### src/atpo_pkg.sv
`default_nettype none
package atpo_pkg;
    localparam int          CLK_HZ       = 125_000_000;
    localparam int          FRAME_TICKS  = 4096;
    localparam int          NREG         = 7;
    localparam logic [11:0] FRAME_LAST   = 12'hfff;

    localparam logic [11:0] OFF_CTRL     = 12'h000;
    localparam logic [11:0] OFF_RATE     = 12'h004;
    localparam logic [11:0] OFF_START    = 12'h008;
    localparam logic [11:0] OFF_OFFSET   = 12'h00c;
    localparam logic [11:0] OFF_GAIN     = 12'h010;
    localparam logic [11:0] OFF_CLAMP    = 12'h014;
    localparam logic [11:0] OFF_BREAK    = 12'h018;
    localparam logic [11:0] OFF_STATUS   = 12'h01c;

    localparam logic [2:0]  IDX_CTRL     = 3'h0;
    localparam logic [2:0]  IDX_RATE     = 3'h1;
    localparam logic [2:0]  IDX_START    = 3'h2;
    localparam logic [2:0]  IDX_OFFSET   = 3'h3;
    localparam logic [2:0]  IDX_GAIN     = 3'h4;
    localparam logic [2:0]  IDX_CLAMP    = 3'h5;
    localparam logic [2:0]  IDX_BREAK    = 3'h6;
    localparam logic [2:0]  IDX_STATUS   = 3'h7;

    localparam int          B_INV        = 0;
    localparam int          B_SLEW       = 1;
    localparam int          B_DRV        = 2;
    localparam int          B_FBS        = 4;
    localparam int          B_BREAK_HYSTERESIS_SEL       = 5;
    localparam int          B_REP        = 7;
    localparam int          B_EFR        = 9;
    localparam int          B_FILT       = 10;
    localparam int          B_HCLAMP     = 16;

    localparam logic [NREG-1:0][31:0] REG_MASK = {
        32'h0000_3fff, 32'h01ff_01ff, 32'h0000_ffff, 32'h0000_0fff,
        32'h0000_3fff, 32'h0000_0007, 32'h0000_07ff};
    localparam logic [NREG-1:0][31:0] REG_RST = {
        32'h0000_2000, 32'h019a_0066, 32'h0000_0400, 32'h0000_0000,
        32'h0000_0000, 32'h0000_0000, 32'h0000_0000};

    localparam logic [11:0] HCLAMP_BASE  = 12'he00;
    localparam logic [11:0] FAIL_LOW     = 12'h040;
    localparam logic [11:0] FAIL_HIGH    = 12'hfc0;
    localparam logic [1:0]  RESP_OKAY    = 2'b00;
    localparam logic [1:0]  RESP_SLVERR  = 2'b10;

    typedef enum logic [1:0] {
        DRV_PUSH_PULL = 2'b00,
        DRV_PULL_DOWN = 2'b01,
        DRV_PULL_UP   = 2'b10,
        DRV_SERIAL    = 2'b11
    } atpo_drv_e;

    function automatic logic [13:0] break_hysteresis_sel_lsb(input logic [1:0] sel);
        case (sel)
            2'b01:   break_hysteresis_sel_lsb = 14'h0038;
            2'b10:   break_hysteresis_sel_lsb = 14'h005b;
            2'b11:   break_hysteresis_sel_lsb = 14'h0089;
            default: break_hysteresis_sel_lsb = 14'h0000;
        endcase
    endfunction

    // Frame rate in Hz per select code; divider gives one PWM clock
    function automatic logic [7:0] frame_div(input logic [2:0] sel);
        int hz;
        case (sel)
            3'h0:    hz = 2000;
            3'h1:    hz = 1000;
            3'h2:    hz = 800;
            3'h3:    hz = 500;
            3'h4:    hz = 400;
            3'h5:    hz = 250;
            3'h6:    hz = 200;
            default: hz = 125;
        endcase
        frame_div = 8'(CLK_HZ / (hz * FRAME_TICKS));
    endfunction
endpackage
`default_nettype wire

### src/atpo_filter.sv
`timescale 1ns/1ps
`default_nettype none
module atpo_filter
    import atpo_pkg::*;
(
    input  wire logic        aclk,      // Clock
    input  wire logic        aresetn,   // Sync reset, low
    input  wire logic        ce,        // Clock enable
    input  wire logic        en,        // Filter on
    input  wire logic [13:0] angle_in,  // Raw angle
    input  wire logic        angle_stb, // New sample
    output logic      [13:0] angle_out  // Filtered angle
);
    logic [13:0] diff;
    logic [13:0] step;

    // Modular difference keeps the wrap from 16383 to 0 a small step
    assign diff = angle_in - angle_out;
    assign step = {diff[13], diff[13:1]};

    always_ff @(posedge aclk) begin
        if (!aresetn) begin
            angle_out <= 14'h0000;
        end else if (ce && angle_stb) begin
            if (en) begin
                angle_out <= angle_out + step;
            end else begin
                angle_out <= angle_in;
            end
        end
    end

    a_filt_bypass: assert property (@(posedge aclk) disable iff (!aresetn)
        (ce && angle_stb && !en) |=> angle_out == $past(angle_in))
        else $error("bypassed filter did not pass the angle");

    a_filt_half: assert property (@(posedge aclk) disable iff (!aresetn)
        (ce && angle_stb && en && angle_in == angle_out) |=>
        $stable(angle_out))
        else $error("filter moved at zero error");
endmodule
`default_nettype wire

### src/atpo_top.sv
// Function
// - Angle maps linearly onto 12-bit output
// - Output held between low and high clamp, except in diagnostic mode
// - Clamps set through nine low bits
// - Breakpoint forces output to the low clamp
// - Breakpoint hysteresis 0, 56, 91, 137 LSB
// - Optional angle filter, code one enables
// - Diagnostic mode drives a failure band
// - Band select zero lower, one upper
// - Transfer repeats one to four times
// - Extended field range bit boosts input
// - Driver push-pull, pull-down or pull-up
// - Driver codes 00 01 10, 11 serial
// - Duty cycle follows transfer result
// - Frames 4096 PWM clocks, back to back
// - Frame opens high for low clamp
// - Frame closes low for high clamp
// - Invert complements the whole frame
// - Frame rate and slew from settings
// - Slew bit zero fast, one slow
`timescale 1ns/1ps
`default_nettype none
module atpo_top
    import atpo_pkg::*;
(
    input  wire logic        aclk,          // Clock, 125 MHz
    input  wire logic        aresetn,       // Sync reset, low
    input  wire logic        ce,            // Clock enable
    input  wire logic [13:0] angle_in,      // Measured angle
    input  wire logic        angle_stb,     // Angle sample strobe
    input  wire logic        diag_fault,    // Diagnostic request
    input  wire logic [11:0] s_axi_awaddr,  // Write address
    input  wire logic        s_axi_awvalid, // Write address valid
    output logic             s_axi_awready, // Write address ready
    input  wire logic [31:0] s_axi_wdata,   // Write data
    input  wire logic [3:0]  s_axi_wstrb,   // Write strobes
    input  wire logic        s_axi_wvalid,  // Write data valid
    output logic             s_axi_wready,  // Write data ready
    output logic      [1:0]  s_axi_bresp,   // Write response
    output logic             s_axi_bvalid,  // Write response valid
    input  wire logic        s_axi_bready,  // Write response ready
    input  wire logic [11:0] s_axi_araddr,  // Read address
    input  wire logic        s_axi_arvalid, // Read address valid
    output logic             s_axi_arready, // Read address ready
    output logic      [31:0] s_axi_rdata,   // Read data
    output logic      [1:0]  s_axi_rresp,   // Read response
    output logic             s_axi_rvalid,  // Read data valid
    input  wire logic        s_axi_rready,  // Read data ready
    output logic             pin_out,       // Output pin level
    output logic             pin_oe,        // Output pin drive
    output logic             edge_slow,     // Slow edge select
    output logic             serial_sel,    // Serial protocol select
    output logic             afe_range_ext  // Extended field range
);
    logic [NREG-1:0][31:0] regs_q;
    logic [NREG-1:0][31:0] act_q;
    logic [11:0] aw_addr_q;
    logic        aw_have_q;
    logic [31:0] w_data_q;
    logic [3:0]  w_strb_q;
    logic        w_have_q;
    logic [7:0]  presc_q;
    logic [11:0] tick_q;
    logic [11:0] duty_q;
    logic [11:0] value_q;
    logic [11:0] value_d;
    logic        side_q;
    logic        side_d;
    logic        level_q;
    logic [13:0] angle_f;
    logic [16:0] rep_prod;
    logic [13:0] rel;
    logic [13:0] bp_rel;
    logic [13:0] break_hysteresis_sel;
    logic [29:0] lin_prod;
    logic [18:0] lin_sum;
    logic [11:0] lo;
    logic [11:0] hi;
    logic        pwm_tick;
    logic        frame_end;
    logic        level;
    logic [31:0] status;
    atpo_drv_e   drv;
    logic [3:0]  wr_dec;
    logic [3:0]  rd_dec;

    // Returns index plus valid flag for a byte address
    function automatic logic [3:0] reg_decode(input logic [11:0] a);
        case (a)
            OFF_CTRL:   reg_decode = {1'b1, IDX_CTRL};
            OFF_RATE:   reg_decode = {1'b1, IDX_RATE};
            OFF_START:  reg_decode = {1'b1, IDX_START};
            OFF_OFFSET: reg_decode = {1'b1, IDX_OFFSET};
            OFF_GAIN:   reg_decode = {1'b1, IDX_GAIN};
            OFF_CLAMP:  reg_decode = {1'b1, IDX_CLAMP};
            OFF_BREAK:  reg_decode = {1'b1, IDX_BREAK};
            OFF_STATUS: reg_decode = {1'b1, IDX_STATUS};
            default:    reg_decode = 4'h0;
        endcase
    endfunction

    // AXI4-Lite write: address and data are taken in either order
    assign s_axi_awready = !aw_have_q && !s_axi_bvalid;
    assign s_axi_wready  = !w_have_q && !s_axi_bvalid;
    assign s_axi_arready = !s_axi_rvalid;
    assign wr_dec        = reg_decode(aw_addr_q);
    assign rd_dec        = reg_decode(s_axi_araddr);

    always_ff @(posedge aclk) begin
        if (!aresetn) begin
            aw_have_q <= 1'b0;
            aw_addr_q <= 12'h000;
            w_have_q  <= 1'b0;
            w_data_q  <= 32'h0000_0000;
            w_strb_q  <= 4'h0;
            s_axi_bvalid <= 1'b0;
            s_axi_bresp  <= RESP_OKAY;
        end else if (ce) begin
            if (s_axi_awvalid && s_axi_awready) begin
                aw_have_q <= 1'b1;
                aw_addr_q <= s_axi_awaddr;
            end
            if (s_axi_wvalid && s_axi_wready) begin
                w_have_q <= 1'b1;
                w_data_q <= s_axi_wdata;
                w_strb_q <= s_axi_wstrb;
            end
            if (aw_have_q && w_have_q) begin
                aw_have_q    <= 1'b0;
                w_have_q     <= 1'b0;
                s_axi_bvalid <= 1'b1;
                s_axi_bresp  <= wr_dec[3] ? RESP_OKAY : RESP_SLVERR;
            end else if (s_axi_bvalid && s_axi_bready) begin
                s_axi_bvalid <= 1'b0;
            end
        end
    end

    // Status is read-only; writes there are accepted and dropped
    generate
        for (genvar i = 0; i < NREG; i++) begin : g_reg
            always_ff @(posedge aclk) begin
                if (!aresetn) begin
                    regs_q[i] <= REG_RST[i];
                end else if (ce && aw_have_q && w_have_q &&
                             wr_dec == {1'b1, 3'(i)}) begin
                    for (int b = 0; b < 4; b++) begin
                        if (w_strb_q[b]) begin
                            regs_q[i][8*b +: 8] <= w_data_q[8*b +: 8] &
                                                   REG_MASK[i][8*b +: 8];
                        end
                    end
                end
            end
            always_ff @(posedge aclk) begin
                if (!aresetn) begin
                    act_q[i] <= REG_RST[i];
                end else if (ce && frame_end) begin
                    act_q[i] <= regs_q[i];
                end
            end
        end
    endgenerate

    assign status = {16'h0000, 1'b0, diag_fault, level_q, side_q, value_q};

    always_ff @(posedge aclk) begin
        if (!aresetn) begin
            s_axi_rvalid <= 1'b0;
            s_axi_rdata  <= 32'h0000_0000;
            s_axi_rresp  <= RESP_OKAY;
        end else if (ce) begin
            if (s_axi_arvalid && s_axi_arready) begin
                s_axi_rvalid <= 1'b1;
                s_axi_rresp  <= rd_dec[3] ? RESP_OKAY : RESP_SLVERR;
                if (!rd_dec[3]) begin
                    s_axi_rdata <= 32'h0000_0000;
                end else if (rd_dec[2:0] == IDX_STATUS) begin
                    s_axi_rdata <= status;
                end else begin
                    s_axi_rdata <= regs_q[rd_dec[2:0]];
                end
            end else if (s_axi_rvalid && s_axi_rready) begin
                s_axi_rvalid <= 1'b0;
            end
        end
    end

    atpo_filter u_filter (
        .aclk      (aclk),
        .aresetn   (aresetn),
        .ce        (ce),
        .en        (act_q[IDX_CTRL][B_FILT]),
        .angle_in  (angle_in),
        .angle_stb (angle_stb),
        .angle_out (angle_f)
    );

    // Transfer function datapath
    assign rep_prod = angle_f * {1'b0, act_q[IDX_CTRL][B_REP +: 2]} +
                      {3'h0, angle_f};
    assign rel      = rep_prod[13:0] - act_q[IDX_START][13:0];
    assign bp_rel   = act_q[IDX_BREAK][13:0] - act_q[IDX_START][13:0];
    assign break_hysteresis_sel     = break_hysteresis_sel_lsb(act_q[IDX_CTRL][B_BREAK_HYSTERESIS_SEL +: 2]);
    assign lin_prod = rel * act_q[IDX_GAIN][15:0];
    assign lin_sum  = {7'h00, act_q[IDX_OFFSET][11:0]} +
                      {1'b0, lin_prod[29:12]};
    assign lo       = {3'h0, act_q[IDX_CLAMP][8:0]};
    assign hi       = HCLAMP_BASE | {3'h0, act_q[IDX_CLAMP][B_HCLAMP +: 9]};

    always_comb begin
        side_d = side_q;
        if (!side_q && {1'b0, rel} >= {1'b0, bp_rel} + {1'b0, break_hysteresis_sel}) begin
            side_d = 1'b1;
        end else if (side_q && {1'b0, rel} + {1'b0, break_hysteresis_sel} < {1'b0, bp_rel}) begin
            side_d = 1'b0;
        end
    end

    always_comb begin
        if (diag_fault) begin
            value_d = act_q[IDX_CTRL][B_FBS] ? FAIL_HIGH : FAIL_LOW;
        end else if (side_q) begin
            value_d = lo;
        end else if (lin_sum > {7'h00, hi}) begin
            value_d = hi;
        end else if (lin_sum < {7'h00, lo}) begin
            value_d = lo;
        end else begin
            value_d = lin_sum[11:0];
        end
    end

    always_ff @(posedge aclk) begin
        if (!aresetn) begin
            side_q  <= 1'b0;
            value_q <= 12'h000;
        end else if (ce) begin
            side_q  <= side_d;
            value_q <= value_d;
        end
    end

    // PWM frame timing
    assign pwm_tick  = presc_q == frame_div(act_q[IDX_RATE][2:0]) - 8'h01;
    assign frame_end = pwm_tick && tick_q == FRAME_LAST;

    always_ff @(posedge aclk) begin
        if (!aresetn) begin
            presc_q <= 8'h00;
            tick_q  <= 12'h000;
            duty_q  <= 12'h000;
        end else if (ce) begin
            presc_q <= pwm_tick ? 8'h00 : presc_q + 8'h01;
            if (pwm_tick) begin
                tick_q <= tick_q + 12'h001;
            end
            if (frame_end) begin
                duty_q <= value_q;
            end
        end
    end

    // High while tick below duty: the low clamp gives the opening high
    // run, the high clamp the closing low run.
    assign level = (tick_q < duty_q) ^ act_q[IDX_CTRL][B_INV];
    assign drv   = atpo_drv_e'(act_q[IDX_CTRL][B_DRV +: 2]);

    always_ff @(posedge aclk) begin
        if (!aresetn) begin
            level_q       <= 1'b0;
            pin_out       <= 1'b0;
            pin_oe        <= 1'b0;
            edge_slow     <= 1'b0;
            serial_sel    <= 1'b0;
            afe_range_ext <= 1'b0;
        end else if (ce) begin
            level_q       <= level;
            edge_slow     <= act_q[IDX_CTRL][B_SLEW];
            afe_range_ext <= act_q[IDX_CTRL][B_EFR];
            serial_sel    <= drv == DRV_SERIAL;
            case (drv)
                DRV_PUSH_PULL: begin
                    pin_out <= level;
                    pin_oe  <= 1'b1;
                end
                DRV_PULL_DOWN: begin
                    pin_out <= 1'b0;
                    pin_oe  <= !level;
                end
                DRV_PULL_UP: begin
                    pin_out <= 1'b1;
                    pin_oe  <= level;
                end
                // Serial protocol lives elsewhere; pin released here
                default: begin
                    pin_out <= 1'b0;
                    pin_oe  <= 1'b0;
                end
            endcase
        end
    end

    a_frame_wrap: assert property (@(posedge aclk) disable iff (!aresetn)
        (ce && frame_end) |=> tick_q == 12'h000 && presc_q == 8'h00)
        else $error("frame did not wrap after 4096 ticks");

    a_clamp_range: assert property (@(posedge aclk) disable iff (!aresetn)
        ($past(aresetn) && $past(ce) && !$past(diag_fault)) |->
        value_q >= $past(lo) && value_q <= $past(hi))
        else $error("output left the clamp window");

    a_clamp_floor: assert property (@(posedge aclk) disable iff (!aresetn)
        hi >= 12'he00 && lo <= 12'h1ff)
        else $error("clamp level beyond nine-bit reach");

    a_fail_band: assert property (@(posedge aclk) disable iff (!aresetn)
        (ce && diag_fault) |=>
        value_q == ($past(act_q[IDX_CTRL][B_FBS]) ? 12'hfc0 : 12'h040))
        else $error("diagnostic band value wrong");

    a_break_low: assert property (@(posedge aclk) disable iff (!aresetn)
        (ce && side_q && !diag_fault) |=> value_q == $past(lo))
        else $error("past breakpoint output not at low clamp");

    a_break_hysteresis_sel_enter: assert property (@(posedge aclk) disable iff (!aresetn)
        $rose(side_q) |->
        {1'b0, $past(rel)} >= {1'b0, $past(bp_rel)} + {1'b0, $past(break_hysteresis_sel)})
        else $error("breakpoint crossed inside hysteresis");

    a_cfg_hold: assert property (@(posedge aclk) disable iff (!aresetn)
        !(ce && frame_end) |=> $stable(act_q))
        else $error("settings changed inside a frame");

    a_pp_drive: assert property (@(posedge aclk) disable iff (!aresetn)
        (ce && drv == DRV_PUSH_PULL) |=> pin_oe && pin_out == $past(level))
        else $error("push-pull pin not driven with level");

    a_pd_drive: assert property (@(posedge aclk) disable iff (!aresetn)
        (ce && drv == DRV_PULL_DOWN) |=> !pin_out && pin_oe == !$past(level))
        else $error("pull-down stage drove high");

    a_duty_load: assert property (@(posedge aclk) disable iff (!aresetn)
        (ce && frame_end) |=> duty_q == $past(value_q))
        else $error("duty not taken at frame end");

    a_slew_out: assert property (@(posedge aclk) disable iff (!aresetn)
        ce |=> edge_slow == $past(act_q[IDX_CTRL][B_SLEW]))
        else $error("slew output does not follow setting");

    a_write_resp: assert property (@(posedge aclk) disable iff (!aresetn)
        (ce && aw_have_q && w_have_q) |=> s_axi_bvalid)
        else $error("no write response after address and data");
endmodule
`default_nettype wire

### config.mk
export PLATFORM = sky130hd
export DESIGN_NAME = atpo_top
export DESIGN_NICKNAME = d
export VERILOG_FILES = /design/src/atpo_pkg.sv /design/src/atpo_filter.sv /design/src/atpo_top.sv
export SDC_FILE = /design/constraint.sdc
export NUM_CORES = 1
export LEC_CHECK = 0
export BUFFER_PORTS_ARGS = -buffer_cell sky130_fd_sc_hd__buf_4
export CORE_MARGIN = 2
export CORE_UTILIZATION = 33
export DETAILED_ROUTE_END_ITERATION = 6
export HOLD_SLACK_MARGIN = 0.15
export PLACE_DENSITY = 0.53
export SLEW_MARGIN = 40
export SYNTH_ARGS = -nofsm -noshare
export SYNTH_HDL_FRONTEND = slang
export SYNTH_SLANG_ARGS = --single-unit
### constraint.sdc
create_clock -name aclk -period 34.3 [get_ports aclk]
set_clock_uncertainty 0.1 [all_clocks]
set_input_delay 3.43 -clock aclk [delete_from_list [all_inputs] [get_ports aclk]]
set_output_delay 3.43 -clock aclk [all_outputs]
set_load 0.05 [all_outputs]
# Word level (Yosys, flattened, before mapping)

Memories as Yosys holds them, arrays and structs flattened. A register that Yosys moved wholly into a read port is not among the register bits.
Cells that the tools add are included.
Widths: inputs -> output; s select.

Multiply operators: 2
Mux-type cells: 31
Reductions and logical operators: 63
Bitwise operators: 1
Add/sub/neg operators: 11
Equality and inequality tests: 22
Div/mod/pow operators: 1
Magnitude comparators: 6

Operators by type and width:

| operator               | number |
|---|---|
| $bmux 32 s3            | 1 |
| $mux 32                | 3 |
| $pmux 11 s7            | 1 |
| $mux 12                | 5 |
| $reduce_and 2->1       | 26 |
| $sub 14x14->14         | 3 |
| $div 28x32->32 const A | 1 |
| $add 14x14->15         | 2 |
| $mul 14x16->30         | 1 |
| $add 14x14->14         | 2 |
| $eq 4x4->1 const B     | 7 |
| $pmux 8 s3             | 1 |
| $logic_and 1x1->1      | 22 |
| $add 12x18->19         | 1 |
| $gt 19x12->1           | 1 |
| $lt 19x9->1            | 1 |
| $ge 14x15->1           | 1 |
| $lt 15x14->1           | 1 |
| $logic_not 7->1        | 2 |
| $mul 14x2->14          | 1 |
| $mux 14                | 1 |
| $add 12x1->12 const B  | 1 |
| $eq 12x12->1 const B   | 1 |
| $eq 3x3->1 const B     | 4 |
| 21 further kinds       | 47 |

Memories: 2
Bits of input ports: 84
Bits in registers: 322
Bits in read-only memories: 256
Word-level logic and storage cells: 183

Memory list:

| name             | depth | width | rd ports | clocked after memory_dff | write ports | line           | source |
|---|---|---|---|---|---|---|---|
| (name not given) | 32    | 4     | 1        | 0                        | 0           | atpo_top.sv:89 | `case (a)` |
| (name not given) | 32    | 4     | 1        | 1                        | 0           | atpo_top.sv:89 |  |

# Longest topological paths before layout

Gate-level depths: netlist of run 1.

Depth after elaboration: 10
Gate-level depth with buffers: 155
Depth with buffers taken out: 138

# Hierarchy

Synthesis of run 1 repeated with hierarchy kept, for this count alone.

Cells, all modules: 4170
Area total of the unflattened synthesis: 33243.1 um^2

By module, submodules not included:

| module      | times used | seq. area each (um^2) | area each (um^2) | cells each |
|---|---|---|---|---|
| atpo_top    | 1          | 6065.8                | 31435.1          | 3932 |
| atpo_filter | 1          | 280.3                 | 1808.0           | 238 |

# Least setup slack after synthesis of run 1

No wires, ideal clock.

Path kind: flip-flop to flip-flop
From: register act_q[34] in the netlist's numbering
To: register tick_q[10]
Period minus slack after synthesis: 26.664 ns
Cell stages (with the launch flop): 145
Path buffers: 18
Library setup time: 0.070 ns
Arrival: 26.494 ns
Setup slack: 7.636 ns
Path through: dfxtp_1 > buf_2 > buf_1 > nand2b_1 > clkbuf_1 > o21ai_0 > ha_1 > a211o_1 > o2111ai_1 > a21o_1 > a21oi_1 > ha_1 > nand2_1 > o21ai_0 > nand2_1 > buf_2 > nor2_1 > a21oi_1 > (+109 left out) > a21o_1 > a21oi_1 > xor2_1 > a21oi_1 > ha_1 > o21a_1 > o21ai_0 > nand2b_1 > a21oi_1 > nand4_1 > nor4_1 > xnor2_1 > a21oi_1 > a31oi_1 > nand4_1 > buf_1 > or4_1 > a21oi_1

Word-level cells in the longest chain between the ends: 6
Elaborated cells on any way between the ends: 12
Classes of those cells: add/sub: 1; div: 1; eq/ne: 7; mux: 1; reduce/logical: 2

Ends and longest elaborated chain:

| item                                     | line            | source |
|---|---|---|
| start, declared                          | atpo_top.sv:56  | `logic [NREG-1:0][31:0] act_q;` |
| start signal, assigned by index          | atpo_top.sv:157 | `act_q[i] <= REG_RST[i];` |
| start signal, assigned by index          | atpo_top.sv:159 | `act_q[i] <= regs_q[i];` |
| $eq 3x3->1, or another cell as far along | atpo_pkg.sv:68  | `case (sel)` |
| $pmux 11 s7 *                            | atpo_pkg.sv:68  |  |
| $div 28x32->32 *                         | atpo_pkg.sv:78  | `frame_div = 8'(CLK_HZ / (hz * FRAME_TICKS));` |
| $sub 8x1->8 *                            | atpo_top.sv:245 | `assign pwm_tick = presc_q == frame_div(act_q[IDX_RATE][2:0]) - 8'h01;` |
| $eq 8x8->1 *                             | atpo_top.sv:245 |  |
| $reduce_and 2->1 (no line) *             | n/a             |  |
| end signal, assigned                     | atpo_top.sv:256 | `tick_q <= tick_q + 12'h001;` |
| end, declared                            | atpo_top.sv:63  | `logic [11:0] tick_q;` |

Mark *: on every way between the ends. The rest lies on a longest branch, timed or not.
A chain may end at the register's enable or synchronous reset.

# Worst setup path in the final report of run 1

From: register act_q[32] in the netlist's numbering
To: register act_q[76] in the netlist's numbering

Word-level cells in the longest chain between the ends: 7
Elaborated cells on any way between the ends: 13
Classes of those cells: add/sub: 1; div: 1; eq/ne: 7; mux: 1; reduce/logical: 3

Ends and longest elaborated chain:

| item                                     | line            | source |
|---|---|---|
| $eq 3x3->1, or another cell as far along | atpo_pkg.sv:68  |  |
| $pmux 11 s7 *                            | atpo_pkg.sv:68  |  |
| $div 28x32->32 *                         | atpo_pkg.sv:78  |  |
| $sub 8x1->8 *                            | atpo_top.sv:245 |  |
| $eq 8x8->1 *                             | atpo_top.sv:245 |  |
| $logic_and 1x1->1 *                      | atpo_top.sv:246 | `assign frame_end = pwm_tick && tick_q == FRAME_LAST;` |
| $logic_and 1x1->1 *                      | atpo_top.sv:158 | `end else if (ce && frame_end) begin` |

Marks and branches as above.

==> flow_summary_export.csv, run 1 <==
group,metric,value,unit
clock_network,worstSkewPairLatency,0.56,ns
timing,min_period_over_period,90.8,%
clock_network,clock-sinks,317,
timing,worst_pin_slew,0.889,ns
worst_setup_path,arrival,31.52,ns
layout,area_delta_synth_final,10.4,%
timing,drv_slew,0,
layout,fillers,10321,
floorplanning,die_area,101000,um^2
place,gp_congestion,0.863,
outcome,status,"completed",
drt,ant_nets,0,
worst_setup_path,slowest_delay,0.61,ns
clock_network,cts_tree,"built",
pwr,switching_share,31.7,%
timing,maxSlewHeadroom,40.7,%
synthesis,synth_common_cells,"nand2_1, inv_1, ha_1, dfxtp_1, nor2_1",
clock_network,cts.htree.levels,2,
synthesis,ys_ff_latch,317,
synthesis,ys.flop_type,"dfxtp_1",
worst_setup_path,setup.worst_path.class,"reg -> reg",
layout,utilization,36.7,%
grt,antenna_found_initial,5,
clock_network,post_cts_buffers,0,
run,drv_cap,0,
clock_network,root_buffer,"clkbuf_16",
timing,rsz0062_at_grt,"no",
pwr,p_int,711,uW
floorplanning,start_util,33.2,%
timing,setup_viol,0,
pwr,p_sw,330,uW
floorplanning,num_rows,115,
worst_setup_path,start_kind,"flop",
pwr,total_power,1.04,mW
pwr,p_per_area,29.0,nW/um^2
synthesis,synth_edf_count,0,
timing,fmax,32.1,MHz
timing,finalSetupTns,0,ns
synthesis,yosys.cell_types.count,109,
synthesis,syn_area,32600,um^2
synthesis,synthTopCellsByArea,"dfxtp_1, ha_1, fa_1",
pwr,p_seq_share,37.1,%
grt,grt_pass1_vias,27056,
grt,grt_max_degree,101,
place,io_buffers,113,
floorplanning,fp.coreArea,98100,um^2
synthesis,yosysTopAreaCellShare,19.5,%
clock_network,clkTransAtPathRegs,0.06,ns
drt,drt-initial-drc-count,1694,
worst_setup_path,worstPathRequired,34.68,ns
synthesis,async_reset_ff_share,0,%
floorplanning,die_h,318,um
clock_network,ctsResizeCount,0,
drt,drt-total-wl,96.1,mm
grt,grt_pass1_wl,153,mm
pwr,vdd_ir_drop_max,0.0310,mV
pwr,power.share.clock,40.0,%
pwr,pwr-share-comb,22.9,%
synthesis,synth_cells,4061,
grt,grt_usage,18.7,%
synthesis,avgSynthCellArea,8.02,um^2
drt,via_per_inst,5.20,
synthesis,yosysWarnings,0,
layout,nets,4699,
synthesis,seq_area_frac_synth,19.5,%
worst_setup_path,cp-end-kind,"flop",
clock_network,postCtsHoldBufs,0,
worst_setup_path,path_common_cell,"a21oi_1",
timing,period_needed,31.15,ns
pwr,p_leak,16.0,nW
clock_network,cts.path.max_buffers,3,
hold_path,hold_path.class,"reg -> reg",
layout,layout-drive-gt1-share,7.63,%
timing,finalHoldViolCount,0,
worst_setup_path,critPathMaxFanout,100,
timing,finalHoldWorstSlack,0.349,ns
place,dp_hpwl,74.0,mm
clock_network,cts_made_buffers,36,
grt,grt_overflow,0,
floorplanning,boundaryPins,130,
drt,post_drt_wl_per_cell,17.8,um
synthesis,synth_most_common_cell,"nand2_1",
floorplanning,dieWidth,318,um
drt,drc_errors,0,
drt,via_count,28029,
drt,drt_pass1_iterations,5,
worst_setup_path,crit_slowest_cell,"nor3_4",
synthesis,yosysTopAreaCell,"dfxtp_1",
-- state kept, by name, summed over array words and instances, names as in the netlist, 4 cells and up, named ones only --
| register | count |
|---|---|
| act_q | 88 |
| regs_q | 88 |
| s_axi_rdata | 25 |
| w_data_q | 25 |
| u_filter.angle_out | 14 |
| aw_addr_q | 12 |
| duty_q | 12 |
| tick_q | 12 |
| value_q | 12 |
| presc_q | 8 |
| w_strb_q | 4 |
-- metrics by stage --
step | instances | instance area [um^2] | setup WS [ns]
after floorplan | 4075 | 32600 | 7.64
after global placement | 5329 | 34700 | 3.08
after detailed placement | 5329 | 34700 | 3.28
after CTS | 5390 | 35900 | 3.16
after global routing | 5393 | 36000 | 0.652
final | 5394 | 36000 | 3.15
-- layer usage --
layer	wire (um)	global-route usage (%)
met3	4170	1.79
met1	48000	27.5
met4	1910	4.24
met2	42000	29.3
met5	13	0
-- area by class of cell --
class | instances | area, um^2 | share of cell area [%]
Antenna cell | 4 | 10.0 | 0.0278
Sequential cell | 317 | 6350 | 17.6
Inverter | 373 | 1410 | 3.91
Multi-Input combinational cell | 3190 | 24100 | 67.0
Tap cell | 1287 | 1610 | 4.48
Clock inverter | 12 | 176 | 0.491
Timing Repair Buffer | 162 | 1240 | 3.44
Clock buffer | 49 | 1080 | 3.01
-- logic make-up (layout without fill, tap and decap cells) --
family / Yosys count / in the layout / synth area share, %
simple gates: 1405 / 1405 / 19.7
compound gates: 804 / 804 / 16.0
buf+inv: 568 / 596 / 6.86
fa+ha+maj: 535 / 535 / 25.0
flops: 317 / 317 / 19.5
mux: 251 / 251 / 8.10
xor+xnor: 179 / 179 / 4.81
other cells: 2 / 20 / 0.0231
-- worst max-delay path: cells and delay by family, from the launching register on --
kind	cells	cell delay [ns]
buf+inv	11	2.00
xor+xnor	3	0.52
flops	1	0.33
compound gates	58	12.81
mux	5	1.92
fa+ha+maj	14	4.63
simple gates	40	8.50
-- power groups by stage --
stage	logic [mW]	registers, mW	clock network [mW]
floorplan	0.166	0.390	0
global placement	0.235	0.394	0
detailed placement	0.237	0.394	0
CTS	0.239	0.386	0.425
global route	0.269	0.387	0.439
finish	0.238	0.386	0.417
-- path summary, 6_finish.rpt --
path / slack [ns] / cells after the start / end / start
worst min register to register: 0.35 / 2 / aw_addr_q[10] / aw_addr_q[10]
worst min-delay path: 0.35 / 2 / aw_addr_q[10] / aw_addr_q[10]
worst max-delay path: 3.15 / 131 / act_q[76] / act_q[32]
worst max register to register: 3.15 / 131 / act_q[76] / act_q[32]
-- cell usage in the layout, fill, tap and decap left out, drive strengths merged, types with 10 or more instances in the layout --
cell and instances:
a22oi 16, xnor2 138, nor2 306, nand3 73
a21boi 11, a211oi 38, mux2 25, dfxtp 317
fa 195, nand2b 56, conb 16, a21o 59
o21a 28, nor3 60, o21bai 48, nor2b 43
a221oi 10, and2 100, o21ai 127, and3 26
or3 20, ha 340, o31ai 20, buf 162
or2 12, or4 15, nor4 13, mux2i 219
a211o 13, inv 374, clkbuf 49, nand2 632
a31oi 26, a21oi 298, nand4 21, o211ai 26
xor2 41
(Power assumes the default switching activity.)
==> run 2, diff against run 1 <==
--- a/config.mk
+++ b/config.mk
@@ -6,11 +6,13 @@
 export NUM_CORES = 1
 export LEC_CHECK = 0
 export BUFFER_PORTS_ARGS = -buffer_cell sky130_fd_sc_hd__buf_4
+export CAP_MARGIN = 10
 export CORE_MARGIN = 2
 export CORE_UTILIZATION = 33
 export DETAILED_ROUTE_END_ITERATION = 6
 export HOLD_SLACK_MARGIN = 0.15
 export PLACE_DENSITY = 0.53
+export REMOVE_ABC_BUFFERS = 1
 export SLEW_MARGIN = 40
 export SYNTH_ARGS = -nofsm -noshare
 export SYNTH_HDL_FRONTEND = slang
==> run 2 against run 1 <==
Register-to-register slack got worse by 0.41 ns. Clock power up 6.7%. Final cell count up 0.22%. Via count increased by 0.92%. First-iteration DRC count increased by 21%. Count of clock-buffer cells in the layout increased by 2. Sequential share of layout area shrank 0.11 points. Design area rose by 0.60%. Core utilization grew 0.22 points. Critical path depth did not move. Setup slack got worse by 0.41 ns. Fmax fell by 1.3%. Critical path type unchanged. Critical endpoint is now act_q[142]. Highest routed layer is now met4.
==> flow_summary_export.csv, run 2 (same netlist as run 1, synthesis figures left out) <==
group,metric,value,unit
grt,grt_overflow,0,
clock_network,root_buffer,"clkbuf_16",
place,post_dp_cell_area,34800,um^2
drt,post_drt_wl_per_cell,18.2,um
timing,period_needed,31.55,ns
grt,grt_max_degree,102,
drt,drt-total-wl,98.5,mm
layout,layout_common_cells,"nand2_1, inv_1, ha_1, dfxtp_1, nor2_1",
floorplanning,dieWidth,318,um
timing,drv_slew,0,
worst_setup_path,path_common_cell,"a21oi_1",
place,dp_hpwl,74.9,mm
clock_network,cts.path.max_buffers,3,
drt,via_count,28286,
worst_setup_path,critPathMaxFanout,32,
layout,fillers,10387,
clock_network,post_cts_buffers,0,
pwr,pwr-share-comb,22.0,%
floorplanning,die_h,318,um
worst_setup_path,setup.worst_path.class,"reg -> reg",
pwr,p_int,729,uW
timing,fmax,31.7,MHz
layout,nets,4707,
timing,finalSetupTns,0,ns
floorplanning,boundaryPins,130,
layout,reg.largest.list,"act_q x88, regs_q x88",
timing,finalHoldWorstSlack,0.352,ns
drt,ant_nets,0,
clock_network,clkTransAtPathRegs,0.06,ns
drt,drt-initial-drc-count,2058,
drt,drt_pass1_iterations,5,
pwr,switching_share,31.6,%
drt,drc_errors,0,
floorplanning,num_rows,115,
hold_path,hold_path.class,"reg -> reg",
timing,setup_viol,0,
pwr,p_seq_share,36.2,%
timing,finalHoldViolCount,0,
floorplanning,start_util,33.2,%
clock_network,ctsResizeCount,0,
layout,fin_area,36200,um^2
worst_setup_path,slowest_delay,0.65,ns
worst_setup_path,cp-end-kind,"flop",
worst_setup_path,start_kind,"flop",
place,io_buffers,113,
clock_network,cts_made_buffers,39,
drt,via_per_inst,5.23,
run,drv_cap,0,
layout,final_common_cell,"nand2_1",
worst_setup_path,worstPathRequired,34.69,ns
floorplanning,die_area,101000,um^2
clock_network,worstSkewPairLatency,0.58,ns
pwr,p_per_area,29.5,nW/um^2
layout,utilization,36.9,%
timing,setup_slack,2.75,ns
pwr,vdd_ir_drop_max,0.0278,mV
clock_network,cts_tree,"built",
layout,area_delta_synth_final,11.0,%
pwr,power.share.clock,41.8,%
clock_network,clock-sinks,317,
pwr,p_sw,337,uW
floorplanning,fp.coreArea,98100,um^2
timing,maxSlewHeadroom,42.4,%
pwr,p_leak,16.1,nW
clock_network,cts.htree.levels,2,
layout,layout-drive-gt1-share,7.94,%
clock_network,postCtsHoldBufs,0,
timing,worst_pin_slew,0.863,ns
worst_setup_path,crit_slowest_cell,"a211oi_4",
grt,grt_usage,19.2,%
timing,rsz0062_at_grt,"no",
timing,min_period_over_period,92.0,%
grt,grt_pass1_wl,156,mm
place,pre_cts_ws,2.61,ns
outcome,status,"completed",
place,gp_congestion,0.897,
worst_setup_path,arrival,31.94,ns
grt,grt_pass1_vias,27288,
grt,antenna_found_initial,0,
-- run 2: cell types whose count changed in the layout (fill, tap and decap cells not counted), sizes merged --
cell      previous run  this run
buf                162       167
bufinv               3         5
clkbuf              49        51
clkinv               8        13
clkinvlp             0         2
diode                4         1
inv                374       373
-- run 2: worst paths after layout --
path | startpoint | to | slack [ns] | cells past startpoint
max reg2reg | act_q[32] | act_q[142] | 2.75 | 131
max | act_q[32] | act_q[142] | 2.75 | 131
min | aw_addr_q[8] | aw_addr_q[8] | 0.35 | 2
min reg2reg | aw_addr_q[8] | aw_addr_q[8] | 0.35 | 2
-- run 2: area by class of cell --
type | count | area, um^2 | area share (%)
inverters | 373 | 1410 | 3.88
repair buffers | 167 | 1310 | 3.61
flip-flops and latches | 317 | 6350 | 17.5
clock buffers | 51 | 1080 | 2.99
clock inverters | 20 | 284 | 0.785
well taps | 1287 | 1610 | 4.45
multi-input cells | 3190 | 24100 | 66.7
diodes | 1 | 2.50 | 0.00692
-- run 2: routing by layer --
| metal | wire, um | track usage [%] | up-vias |
|---|---|---|---|
| li1 | - | - | 13843 |
| met1 | 49900 | 29.0 | 13647 |
| met2 | 41600 | 28.9 | 687 |
| met3 | 4890 | 2.04 | 109 |
| met4 | 2090 | 4.50 | 0 |
| met5 | 0 | 0 | - |
-- run 2: stage by stage --
stage               total power [mW]  cells
finish                          1.07   5406
global route                    1.12   5405
CTS                             1.08   5405
detailed placement             0.630   5334
global placement               0.627   5334
floorplan                      0.546   3880
-- run 2: power by group through the flow --
| stage | clock [mW] | combinational, mW | sequential (mW) |
|---|---|---|---|
| 6_report | 0.445 | 0.235 | 0.386 |
| 3_3_place_gp | 0 | 0.234 | 0.394 |
| 2_1_floorplan | 0 | 0.155 | 0.391 |
| 4_1_cts | 0.454 | 0.237 | 0.386 |
| 5_1_grt | 0.466 | 0.265 | 0.387 |
| 3_5_place_dp | 0 | 0.236 | 0.394 |
-- run 2: critical path: cells and delay by family, from the launching register on --
kind            cells  cell delay [ns]
compound gates     59            13.25
simple gates       39             8.88
fa+ha+maj          14             4.61
buf+inv            12             2.16
mux                 4             1.43
xor+xnor            3             0.61
flops               1             0.31
